===== src/verilog/time_event_defines.svh =====
// Purpose: Constants for the two-channel time event comparator.
// Assumes: 100 MHz mclk, 16-bit register quarters.
// Notes: Offsets do not exist here; control bits are plain ports.
// Contract
// - Counter is 48 bits seconds plus 30 bits nanoseconds.
// - Two independent event channels, A and B, each fully equipped.
// - Compare uses only low 32 seconds bits plus nanoseconds.
// - Target changes only after all four quarters written, any order.
// - Readback command copies both current targets to readable registers.
// - Event fires when counter is greater than or equal to target.
// - Event sets the channel interrupt status flag.
// - Event captures counter nanoseconds into actual-nanoseconds register.
// - Select bit one reloads target from rearm registers.
// - Select bit zero adds rearm value; nanoseconds wrap at 10^9.
// - Rearm value takes effect only after all four quarters written.
// - Writing counter at or beyond target may fire event at once.
// - GPIO input clears event flag; GPIO output follows event.
// - GPIO input transition captures counter into capture registers.
// - Counter, targets and GPIO features run only with global enable; the GPIO input still clears the event flag while disabled.
// - Port processing needs port enable and global enable.
// - Disable finishes frames in progress, then clears both bits.
// - Global enable low halts counter, detection, GPIO stamping, events.
// - Global enable low lets frames bypass pipeline undelayed.
// - Registers stay writable and status preserved while disabled.
// - Event pins flag target reached; either may act as pulse output.
`ifndef TIME_EVENT_DEFINES_SVH
`define TIME_EVENT_DEFINES_SVH
`define NS_PER_SEC        30'h3B9ACA00
`define CLK_PERIOD_NS     30'h0000000A
`define PULSE_WIDTH_NS    32'h00000064
`define PULSE_CYCLES      (`PULSE_WIDTH_NS / 32'h0000000A)
`define QUARTER_ALL       4'hF
`define Q_NS_LO           2'h0
`define Q_NS_HI           2'h1
`define Q_SEC_LO          2'h2
`define Q_SEC_HI          2'h3
`define CHAN_A            1'h0
`define CHAN_B            1'h1
`endif


===== src/verilog/time_event_pkg.sv =====
// Purpose: Shared types for the time event comparator.
// Assumes: Included defines header supplies all numbers.
// Notes: Types only.
package time_event_pkg;
    typedef struct packed {
        logic [31:0] sec;
        logic [29:0] ns;
    } tod_t;
    typedef enum logic [1:0] {
        stamp_idle,
        stamp_busy,
        stamp_drain
    } stamp_state_t;
endpackage


===== src/verilog/quarter_if.sv =====
// Purpose: Quarter-write carrier between the top and the staging modules.
// Assumes: One quarter write per cycle.
// Notes: Used for both target and rearm sets.
`timescale 1ns/1ps
interface quarter_if;
    logic                      wr;
    logic [1:0]                sel;
    logic [15:0]               data;
    logic                      commit;
    time_event_pkg::tod_t      value;
    modport src (output wr, output sel, output data, input commit,
                 input value);
    modport dst (input wr, input sel, input data, output commit,
                 output value);
endinterface


===== src/verilog/quarter_stage.sv =====
// Purpose: Collects four 16-bit quarters and commits them as one value.
// Assumes: Quarters may arrive in any order.
// Notes: A rewrite of one quarter before completion just overwrites it.
`timescale 1ns/1ps
`include "time_event_defines.svh"
module quarter_stage (
    input  wire logic mclk,
    input  wire logic sys_rst,
    quarter_if.dst    q
);
    logic [63:0] shadow;
    logic [3:0]  seen;
    logic [3:0]  next_seen;

    always_comb begin
        next_seen = seen;
        if (q.wr) begin
            next_seen[q.sel] = 1'b1;
        end
    end

    always_ff @(posedge mclk) begin
        if (sys_rst) begin
            shadow <= 64'h0;
        end else if (q.wr) begin
            shadow[q.sel*16 +: 16] <= q.data;
        end
    end

    // The set only takes effect once every quarter has arrived.
    always_ff @(posedge mclk) begin
        if (sys_rst) begin
            seen     <= 4'h0;
            q.commit <= 1'b0;
        end else if (next_seen == `QUARTER_ALL) begin
            seen     <= 4'h0;
            q.commit <= 1'b1;
        end else begin
            seen     <= next_seen;
            q.commit <= 1'b0;
        end
    end

    assign q.value.ns  = shadow[29:0];
    assign q.value.sec = shadow[63:32];
endmodule


===== src/verilog/ptp_time_event_compare.sv =====
// Purpose: Two-channel time event comparator with global enable control.
// Assumes: Counter writes and quarter writes arrive as one-cycle strobes.
// Notes: Pins must already be set up as GPIO alternate functions.
`timescale 1ns/1ps
`include "time_event_defines.svh"
module ptp_time_event_compare (
    input  wire logic        mclk,
    input  wire logic        sys_rst,
    input  wire logic        counter_load,
    input  wire logic [47:0] counter_load_sec,
    input  wire logic [29:0] counter_load_ns,
    input  wire logic [1:0]  target_wr,
    input  wire logic [1:0]  rearm_wr,
    input  wire logic [1:0]  quarter_sel,
    input  wire logic [15:0] quarter_data,
    input  wire logic        target_readback_cmd,
    input  wire logic [1:0]  rearm_reload,
    input  wire logic        enable_set,
    input  wire logic        disable_set,
    input  wire logic [3:0]  port_stamp_unit_enable,
    input  wire logic [3:0]  port_frame_busy,
    input  wire logic [1:0]  irq_clear,
    input  wire logic [1:0]  gpio_irq_clear,
    input  wire logic        gpio_capture_in,
    output logic [47:0]      local_time_counter_sec,
    output logic [29:0]      local_time_counter_ns,
    output logic             sync_global_enable,
    output logic             sync_global_disable,
    output logic [3:0]       port_process_enable,
    output logic             stamp_bypass,
    output logic             event_irq_chan_a,
    output logic             event_irq_chan_b,
    output logic [31:0]      event_target_seconds_a,
    output logic [29:0]      event_target_nanoseconds_a,
    output logic [31:0]      event_target_seconds_b,
    output logic [29:0]      event_target_nanoseconds_b,
    output logic [29:0]      actual_ns_a,
    output logic [29:0]      actual_ns_b,
    output logic [47:0]      capture_sec,
    output logic [29:0]      capture_ns,
    output logic [1:0]       event_pin,
    output logic [1:0]       gpio_event_out
);
    quarter_if tq [2] ();
    quarter_if rq [2] ();

    time_event_pkg::tod_t target [2];
    time_event_pkg::tod_t rearm  [2];
    logic [1:0]           hit;
    logic [1:0]           irq_flag;
    logic [3:0]           pulse_cnt [2];
    logic                 capture_prev;
    time_event_pkg::stamp_state_t state;

    // Nanosecond-wrapping add of a rearm period onto a target.
    function automatic time_event_pkg::tod_t tod_add(
        input time_event_pkg::tod_t a,
        input time_event_pkg::tod_t b
    );
        logic [30:0] sum;
        sum = {1'b0, a.ns} + {1'b0, b.ns};
        if (sum >= {1'b0, `NS_PER_SEC}) begin
            tod_add.ns  = 30'(sum - {1'b0, `NS_PER_SEC});
            tod_add.sec = a.sec + b.sec + 32'h1;
        end else begin
            tod_add.ns  = sum[29:0];
            tod_add.sec = a.sec + b.sec;
        end
    endfunction

    // Greater-or-equal on the low 32 seconds bits and nanoseconds.
    function automatic logic tod_ge(
        input logic [31:0]          sec,
        input logic [29:0]          ns,
        input time_event_pkg::tod_t t
    );
        tod_ge = ({sec, ns} >= {t.sec, t.ns});
    endfunction

    genvar ch;
    generate
        for (ch = 0; ch < 2; ch++) begin : g_chan
            assign tq[ch].wr   = target_wr[ch];
            assign tq[ch].sel  = quarter_sel;
            assign tq[ch].data = quarter_data;
            assign rq[ch].wr   = rearm_wr[ch];
            assign rq[ch].sel  = quarter_sel;
            assign rq[ch].data = quarter_data;

            quarter_stage u_tstage (
                .mclk    (mclk),
                .sys_rst (sys_rst),
                .q       (tq[ch])
            );
            quarter_stage u_rstage (
                .mclk    (mclk),
                .sys_rst (sys_rst),
                .q       (rq[ch])
            );

            // Includes the case where a counter load lands past the target.
            assign hit[ch] = sync_global_enable
                && tod_ge(local_time_counter_sec[31:0],
                          local_time_counter_ns, target[ch]);

            // A fresh software target wins over the automatic rearm.
            always_ff @(posedge mclk) begin
                if (sys_rst) begin
                    target[ch] <= '0;
                end else if (tq[ch].commit) begin
                    target[ch] <= tq[ch].value;
                end else if (hit[ch] && rearm_reload[ch]) begin
                    target[ch] <= rearm[ch];
                end else if (hit[ch]) begin
                    target[ch] <= tod_add(target[ch], rearm[ch]);
                end
            end

            always_ff @(posedge mclk) begin
                if (sys_rst) begin
                    rearm[ch] <= '0;
                end else if (rq[ch].commit) begin
                    rearm[ch] <= rq[ch].value;
                end
            end

            // Set wins over a clear in the same cycle.
            always_ff @(posedge mclk) begin
                if (sys_rst) begin
                    irq_flag[ch] <= 1'b0;
                end else if (hit[ch]) begin
                    irq_flag[ch] <= 1'b1;
                end else if (irq_clear[ch] || gpio_irq_clear[ch]) begin
                    irq_flag[ch] <= 1'b0;
                end
            end

            // The pin pulse has a fixed width so it can serve as a PPS.
            always_ff @(posedge mclk) begin
                if (sys_rst) begin
                    pulse_cnt[ch]      <= 4'h0;
                    event_pin[ch]      <= 1'b0;
                    gpio_event_out[ch] <= 1'b0;
                end else if (hit[ch]) begin
                    pulse_cnt[ch]      <= 4'(`PULSE_CYCLES - 32'h1);
                    event_pin[ch]      <= 1'b1;
                    gpio_event_out[ch] <= 1'b1;
                end else if (pulse_cnt[ch] != 4'h0) begin
                    pulse_cnt[ch]      <= pulse_cnt[ch] - 4'h1;
                end else begin
                    event_pin[ch]      <= 1'b0;
                    gpio_event_out[ch] <= 1'b0;
                end
            end
        end
    endgenerate

    always_ff @(posedge mclk) begin
        if (sys_rst) begin
            event_irq_chan_a <= 1'b0;
            event_irq_chan_b <= 1'b0;
        end else begin
            event_irq_chan_a <= irq_flag[`CHAN_A];
            event_irq_chan_b <= irq_flag[`CHAN_B];
        end
    end

    always_ff @(posedge mclk) begin
        if (sys_rst) begin
            actual_ns_a <= 30'h0;
            actual_ns_b <= 30'h0;
        end else begin
            if (hit[`CHAN_A]) begin
                actual_ns_a <= local_time_counter_ns;
            end
            if (hit[`CHAN_B]) begin
                actual_ns_b <= local_time_counter_ns;
            end
        end
    end

    // Readback is only a snapshot; it does not follow later rearms.
    always_ff @(posedge mclk) begin
        if (sys_rst) begin
            event_target_seconds_a     <= 32'h0;
            event_target_nanoseconds_a <= 30'h0;
            event_target_seconds_b     <= 32'h0;
            event_target_nanoseconds_b <= 30'h0;
        end else if (target_readback_cmd) begin
            event_target_seconds_a     <= target[`CHAN_A].sec;
            event_target_nanoseconds_a <= target[`CHAN_A].ns;
            event_target_seconds_b     <= target[`CHAN_B].sec;
            event_target_nanoseconds_b <= target[`CHAN_B].ns;
        end
    end

    // Loads are accepted while disabled; only the ticking halts.
    always_ff @(posedge mclk) begin
        if (sys_rst) begin
            local_time_counter_sec <= 48'h0;
            local_time_counter_ns  <= 30'h0;
        end else if (counter_load) begin
            local_time_counter_sec <= counter_load_sec;
            local_time_counter_ns  <= counter_load_ns;
        end else if (sync_global_enable) begin
            if (local_time_counter_ns >= `NS_PER_SEC - `CLK_PERIOD_NS) begin
                local_time_counter_ns  <= local_time_counter_ns
                    + `CLK_PERIOD_NS - `NS_PER_SEC;
                local_time_counter_sec <= local_time_counter_sec + 48'h1;
            end else begin
                local_time_counter_ns <= local_time_counter_ns
                    + `CLK_PERIOD_NS;
            end
        end
    end

    always_ff @(posedge mclk) begin
        if (sys_rst) begin
            capture_prev <= 1'b0;
            capture_sec  <= 48'h0;
            capture_ns   <= 30'h0;
        end else begin
            capture_prev <= gpio_capture_in;
            if (sync_global_enable && (gpio_capture_in != capture_prev)) begin
                capture_sec <= local_time_counter_sec;
                capture_ns  <= local_time_counter_ns;
            end
        end
    end

    // Disable waits for every port to finish its current frame.
    always_ff @(posedge mclk) begin
        if (sys_rst) begin
            state               <= time_event_pkg::stamp_idle;
            sync_global_enable  <= 1'b0;
            sync_global_disable <= 1'b0;
        end else begin
            unique case (state)
                time_event_pkg::stamp_idle: begin
                    if (enable_set) begin
                        sync_global_enable <= 1'b1;
                        state              <= time_event_pkg::stamp_busy;
                    end
                end
                time_event_pkg::stamp_busy: begin
                    if (disable_set) begin
                        sync_global_disable <= 1'b1;
                        state               <= time_event_pkg::stamp_drain;
                    end
                end
                time_event_pkg::stamp_drain: begin
                    if (port_frame_busy == 4'h0) begin
                        sync_global_enable  <= 1'b0;
                        sync_global_disable <= 1'b0;
                        state               <= time_event_pkg::stamp_idle;
                    end
                end
            endcase
        end
    end

    // New frames are not started once disable is pending.
    always_ff @(posedge mclk) begin
        if (sys_rst) begin
            port_process_enable <= 4'h0;
            stamp_bypass        <= 1'b1;
        end else begin
            port_process_enable <= port_stamp_unit_enable
                & {4{sync_global_enable & ~sync_global_disable
                     & ~disable_set}};
            stamp_bypass        <= ~sync_global_enable;
        end
    end
endmodule


===== config.mk =====
export PLATFORM = sky130hd
export DESIGN_NAME = ptp_time_event_compare
export DESIGN_NICKNAME = d
export VERILOG_FILES = /design/src/verilog/time_event_pkg.sv /design/src/verilog/quarter_if.sv /design/src/verilog/quarter_stage.sv /design/src/verilog/ptp_time_event_compare.sv
export VERILOG_INCLUDE_DIRS = /design/src /design/src/verilog
export SDC_FILE = /design/constraint.sdc
export NUM_CORES = 2
export LEC_CHECK = 0
export BUFFER_PORTS_ARGS = -buffer_cell sky130_fd_sc_hd__buf_4
export CAP_MARGIN = 20
export CORE_AREA = 8 8 283 285
export DETAILED_ROUTE_END_ITERATION = 12
export DIE_AREA = 0 0 291 293
export PLACE_DENSITY = 0.95
export SLEW_MARGIN = 20
export SYNTH_ARGS = -nofsm -noshare
export SYNTH_HDL_FRONTEND = slang
export SYNTH_SLANG_ARGS = --single-unit
export TNS_END_PERCENT = 30

===== constraint.sdc =====
create_clock -name mclk -period 9.9 [get_ports mclk]
set_input_delay 1.485 -clock mclk [delete_from_list [all_inputs] [get_ports mclk]]
set_output_delay 1.485 -clock mclk [all_outputs]
set_load 0.02 [all_outputs]

Word-level counts from Yosys, hierarchy flattened --
Memory sizes are Yosys's and may differ from the RTL's. A register that Yosys moved wholly into a read port is not among the register bits. Cells that the tools add are included.
Word-level totals: ROM bits 0, bits in latches 0, memories kept 3, RAM bits 256, input port bits 121, flip-flop bits (word level) 508
Cells by class: divide/modulo/power cells 0, muxes and demuxes 103, $add $sub $neg 14, bitwise logic cells 22, shift operators 2, reductions and logical operators 26, multiply operators 0, order comparisons 7, eq/ne operators 12
Memories:
- rearm | depth 2, width 62, read ports 2, clocked after memory_dff 0, write ports 2, RTL line ptp_time_event_compare.sv:48 | time_event_pkg::tod_t rearm [2];
- target | depth 2, width 62, read ports 4, clocked after memory_dff 2, write ports 2, RTL line ptp_time_event_compare.sv:47 | time_event_pkg::tod_t target [2];
- pulse_cnt | depth 2, width 4, read ports 2, clocked after memory_dff 0, write ports 2, RTL line ptp_time_event_compare.sv:51 | logic [3:0] pulse_cnt [2];
Operator list (count):
- 62-bit 2-to-1 mux | 18
- 64-bit bitwise mux | 4
- 48-bit 2-to-1 mux | 3
- 62-bit >= comparator | 2
- 30-bit 2-to-1 mux | 3
- 30-bit subtractor (second input constant) | 3
- 32-bit by 1-bit adder with 32-bit output (second input constant) | 2
- 32-bit adder | 2
- 16-bit by 34-bit variable shift with 64-bit output (first input constant) | 1
- 16-bit by 34-bit indexed part select with 64-bit output | 1
- 30-bit by 30-bit adder with 31-bit output | 2
- 31-bit by 30-bit >= comparator with 1-bit output (second input constant) | 2
- 1-bit 2-to-1 mux | 60
- 48-bit by 1-bit adder with 48-bit output (second input constant) | 1
- 6-bit negation with 34-bit output | 1
- 4-bit 2-to-1 mux | 8
- 30-bit by 4-bit adder with 30-bit output (second input constant) | 1
- 30-bit >= comparator (second input constant) | 1
- 4-bit equality test (second input constant) | 4
- 4-bit OR | 4
- 1-bit OR | 12
- 2-bit nonzero test | 6
- 2-bit inequality test (second input constant) | 5
- 3-bit AND reduction | 3
- other kinds (20) | 37

Longest topological paths before layout --
depth after elaboration 9, mapped depth 18, depth with buffers taken out 15

By module --
From an unflattened synthesis, not the netlist that was laid out.
Second synthesis, totals: cells, all modules 5663, area, all modules 49407.4 µm²
By module, submodules not included:
- ptp_time_event_compare | area each 38998.7 µm², instances 1, sequential area each 14814.2 µm², cells each 4459
- quarter_stage (g_chan[0].u_rstage ...) | area each 2621.3 µm², instances 3, sequential area each 1341.3 µm², cells each 313
- quarter_stage (g_chan[1].u_tstage) | area each 2544.9 µm², instances 1, sequential area each 1341.3 µm², cells each 265

Worst setup path after synthesis --
OpenSTA, ideal clock, no wires.
path kind reg2reg, start mem target[1][0] in the netlist's numbering, end mem target[1][51] in the netlist's numbering (data pin), data required time 9643 ps, data arrival time 4162 ps, cell stages (with the launch flop) 16, slack 5481 ps, path buffers 0, path through edfxtp_1 ha_1 fa_1 a21o_1 a22o_2 o211ai_1 xor2_1 ha_1 o211ai_1 a311oi_1 a211oi_1 or3_4 a31oi_4 or4b_4 or3_1 a32o_1
RTL lines (RTL line):
- start: declaration | ptp_time_event_compare.sv:47

==> summary.json <==
{
  "regToRegStartpoint": "target[0][43]$_DFFE_PP_",
  "mappedNetlistArea_mm2": 0.0488,
  "synth_sequential_area_ratio": 0.414,
  "max_slew_margin": 0.242,
  "layout_worst_path_cycle_share": 0.576,
  "max-cap-violations": 0,
  "worst_skew_late_latency_ns": 0.68,
  "numCtsBuffers": 91,
  "yosys_warnings": 0,
  "tightest_slew_ns": 1.13,
  "postCtsHoldBufs": 0,
  "via_count_of_the_first_global_routing_pass": 43800,
  "routed_wirelength_mm": 175,
  "initial_core_util": 0.647,
  "run_status": "complete, no violations",
  "route.detailed.wl_per_inst_um": 24.8,
  "post_synth.cell_area_avg_um2": 8.48,
  "crit_path_start_kind": "flop",
  "synth_cell_types": 106,
  "postCtsSetupBuffers": 0,
  "post_layout_inst_area_mm2": 0.0558,
  "synth_async_reset_ratio": 0,
  "cts_buffer_depth": 3,
  "hold_violations_final": 0,
  "routed-via-count": 46700,
  "final.setup.worst_slack_ns": 4.20,
  "htree_num_levels": 3,
  "finClkSkew_ns": 0.0227,
  "setup_violations": 0,
  "tritoncts": "built",
  "fin_tns_setup_ns": 0,
  "number_of_enable_type_register_cells_in_the_synthesized_netlist": 256,
  "min-delay-path-class": "reg2reg",
  "dp_slack_ns": 4.06,
  "post_cts_resize_count": 0,
  "worstSetupPathType": "reg2reg",
  "final.min_clock_period_ns": 5.70,
  "totalPowerFinal_uw": 9640,
  "final_net_count": 6410,
  "final_max_slew_viol_count": 0,
  "ios": 474,
  "initialDrtViolationCount": 6469,
  "grt_pass1_wl_mm": 262,
  "die_height_um": 293,
  "cp.arrival_ns": 6.15,
  "synth.ff_latch_count": 880,
  "power_density_mw_per_mm2": 173,
  "design.die.area_mm2": 0.0853,
  "clk_pin_slew_worst_paths_ns": 0.06,
  "vias_per_cell": 6.60,
  "timing.critical_path.from": "target[0][43]$_DFFE_PP_",
  "p_leak_uw": 0.0229,
  "irDropWorstVdd_v": 0.000158,
  "area_growth_syn_to_layout_pct": 14.4,
  "site_rows": 101,
  "hpwl_mm": 128,
  "place_congestion": 0.986,
  "ys.flop_type": "dfxtp_1",
  "postRouteAntennaNets": 0,
  "worst-path-max-fanout": 36,
  "detail_route.drc_violations": 0,
  "endpoint_kind": "flop",
  "globalRouteOverflowTotal": 0,
  "crit_required_ns": 10.35,
  "final_cell_mix": "899 x nor2_1, 624 x dfxtp_1, 623 x a21oi_1",
  "placed_instance_area_mm2": 0.0526,
  "synthesis.instances": 5755,
  "drt_pass1_iterations": 8,
  "mappedNetlistNets": 6146,
  "clock-sinks": 880,
  "min-delay-start": "capture_sec[38]$_SDFFE_PP0P_",
  "grt_start_max_net_pins": 155,
  "place.port_buffers": 473,
  "final_layout_size_suffix_gt1_frac": 0.125,
  "grt_setup_unrepaired": "no",
  "core-area_mm2": 0.0754,
  "grt.total_usage": 0.388,
  "timing.fmax_mhz": 175,
  "final_common_cell": "nor2_1",
  "root_buffer": "clkbuf_16",
  "grt_antenna_before_repair": 6,
  "dieWidth_um": 291
}
## worst paths after layout
| path | slack [ns] | cells after the start | end |
|---|---|---|---|
| worst max-delay path | 4.20 | 16 | target[0][55]$_DFFE_PP_ |
| worst min-delay path | 0.46 | 2 | capture_sec[38]$_SDFFE_PP0P_ |
| worst min register to register | 0.46 | 2 | capture_sec[38]$_SDFFE_PP0P_ |
| worst max register to register | 4.20 | 16 | target[0][55]$_DFFE_PP_ |
## flip-flops by register name, indices dropped and copies added, names as in the netlist, 2 cells and up
name,cells
port_process_enable,4
g_chan.u_tstage.shadow,124
target,124
rearm,124
g_chan.u_rstage.seen,8
event_target_nanoseconds_b,30
g_chan.u_rstage.shadow,124
g_chan.u_rstage.q.commit,2
local_time_counter_ns,30
event_target_seconds_b,32
actual_ns_b,30
g_chan.u_tstage.seen,8
actual_ns_a,30
capture_sec,48
pulse_cnt,8
state,2
event_target_nanoseconds_a,30
capture_ns,30
event_target_seconds_a,32
gpio_event_out,2
g_chan.u_tstage.q.commit,2
local_time_counter_sec,48
irq_flag,2
## cells in the mapped netlist, types with 29 or more instances
library cell  instances  area [um2]
a22o_1               58         508
o211ai_1             29         218
xor2_1              120        1050
nor3_1               82         410
nand2_1             546        2050
edfxtp_1            256        7690
a211oi_1             67         503
dfxtp_1             624       12500
and2_1              160        1000
xnor2_1             140        1230
nand4_1              61         382
a21oi_1             624        3120
a22oi_1              33         248
inv_1               206         773
a21o_1              102         766
buf_1                54         203
or3_1                40         250
nor4_1               31         194
ha_1                266        3330
mux2i_1             152        1520
nor2_1              900        3380
nor2b_1              51         319
nand3_1             147         736
o21ai_0             204        1020
and3_1               37         231
clkbuf_1            259         972
## kinds of logic after synthesis
kind of cell | Yosys count | share of synthesized area
XOR/XNOR | 260 | 0.0467
buffers and inverters | 550 | 0.0436
flip-flops | 880 | 0.414
adder cells (fa/ha/maj) | 270 | 0.0699
multiplexers | 155 | 0.0319
AO/OA/AOI/OAI | 1434 | 0.186
AND/OR/NAND/NOR | 2206 | 0.208
## worst max-delay path, stage by stage (launching register included)
cell,delay [ns]
edfxtp_1,0.43
inv_1,0.07
ha_1,0.32
nand4_1,0.30
nor4_1,0.64
and2_1,0.24
nand2_1,0.07
a211o_1,0.23
a41o_1,0.28
a21oi_4,0.14
buf_4,0.46
nor2b_2,0.23
buf_4,0.38
and2_1,0.89
buf_4,0.47
a222oi_1,0.15
o311ai_1,0.15
## where the power goes
group          internal [uW]  switching, uW
clock network           2150           1540
registers               3880            251
logic                    644           1170
## layer usage
layer  vias up  wire length, um  global-route usage
li1      20900                -                   -
met1     21900            64600               0.496
met2      3271            76300               0.605
met3       633            22700              0.0944
met4         4            11500               0.217
met5         -               29                   0
## area by class of cell
class / count / area, um2
multi-input cells: 4325 / 26600
clock inverters: 50 / 648
flip-flops and latches: 880 / 20200
well taps: 978 / 1220
inverters: 209 / 785
fillers: 5264 / 19600
diodes: 4 / 10.0
repair buffers: 512 / 3860
clock buffers: 120 / 2560
## through the flow
stage,hold WS [ns],utilization,std cells
floorplan,0.432,-,5755
global placement,0.442,0.697,6903
detailed placement,0.447,0.697,6903
CTS,0.456,0.739,7073
global route,0.481,0.740,7076
finish,0.457,0.740,7078
Power figures use the tool's default switching activity.
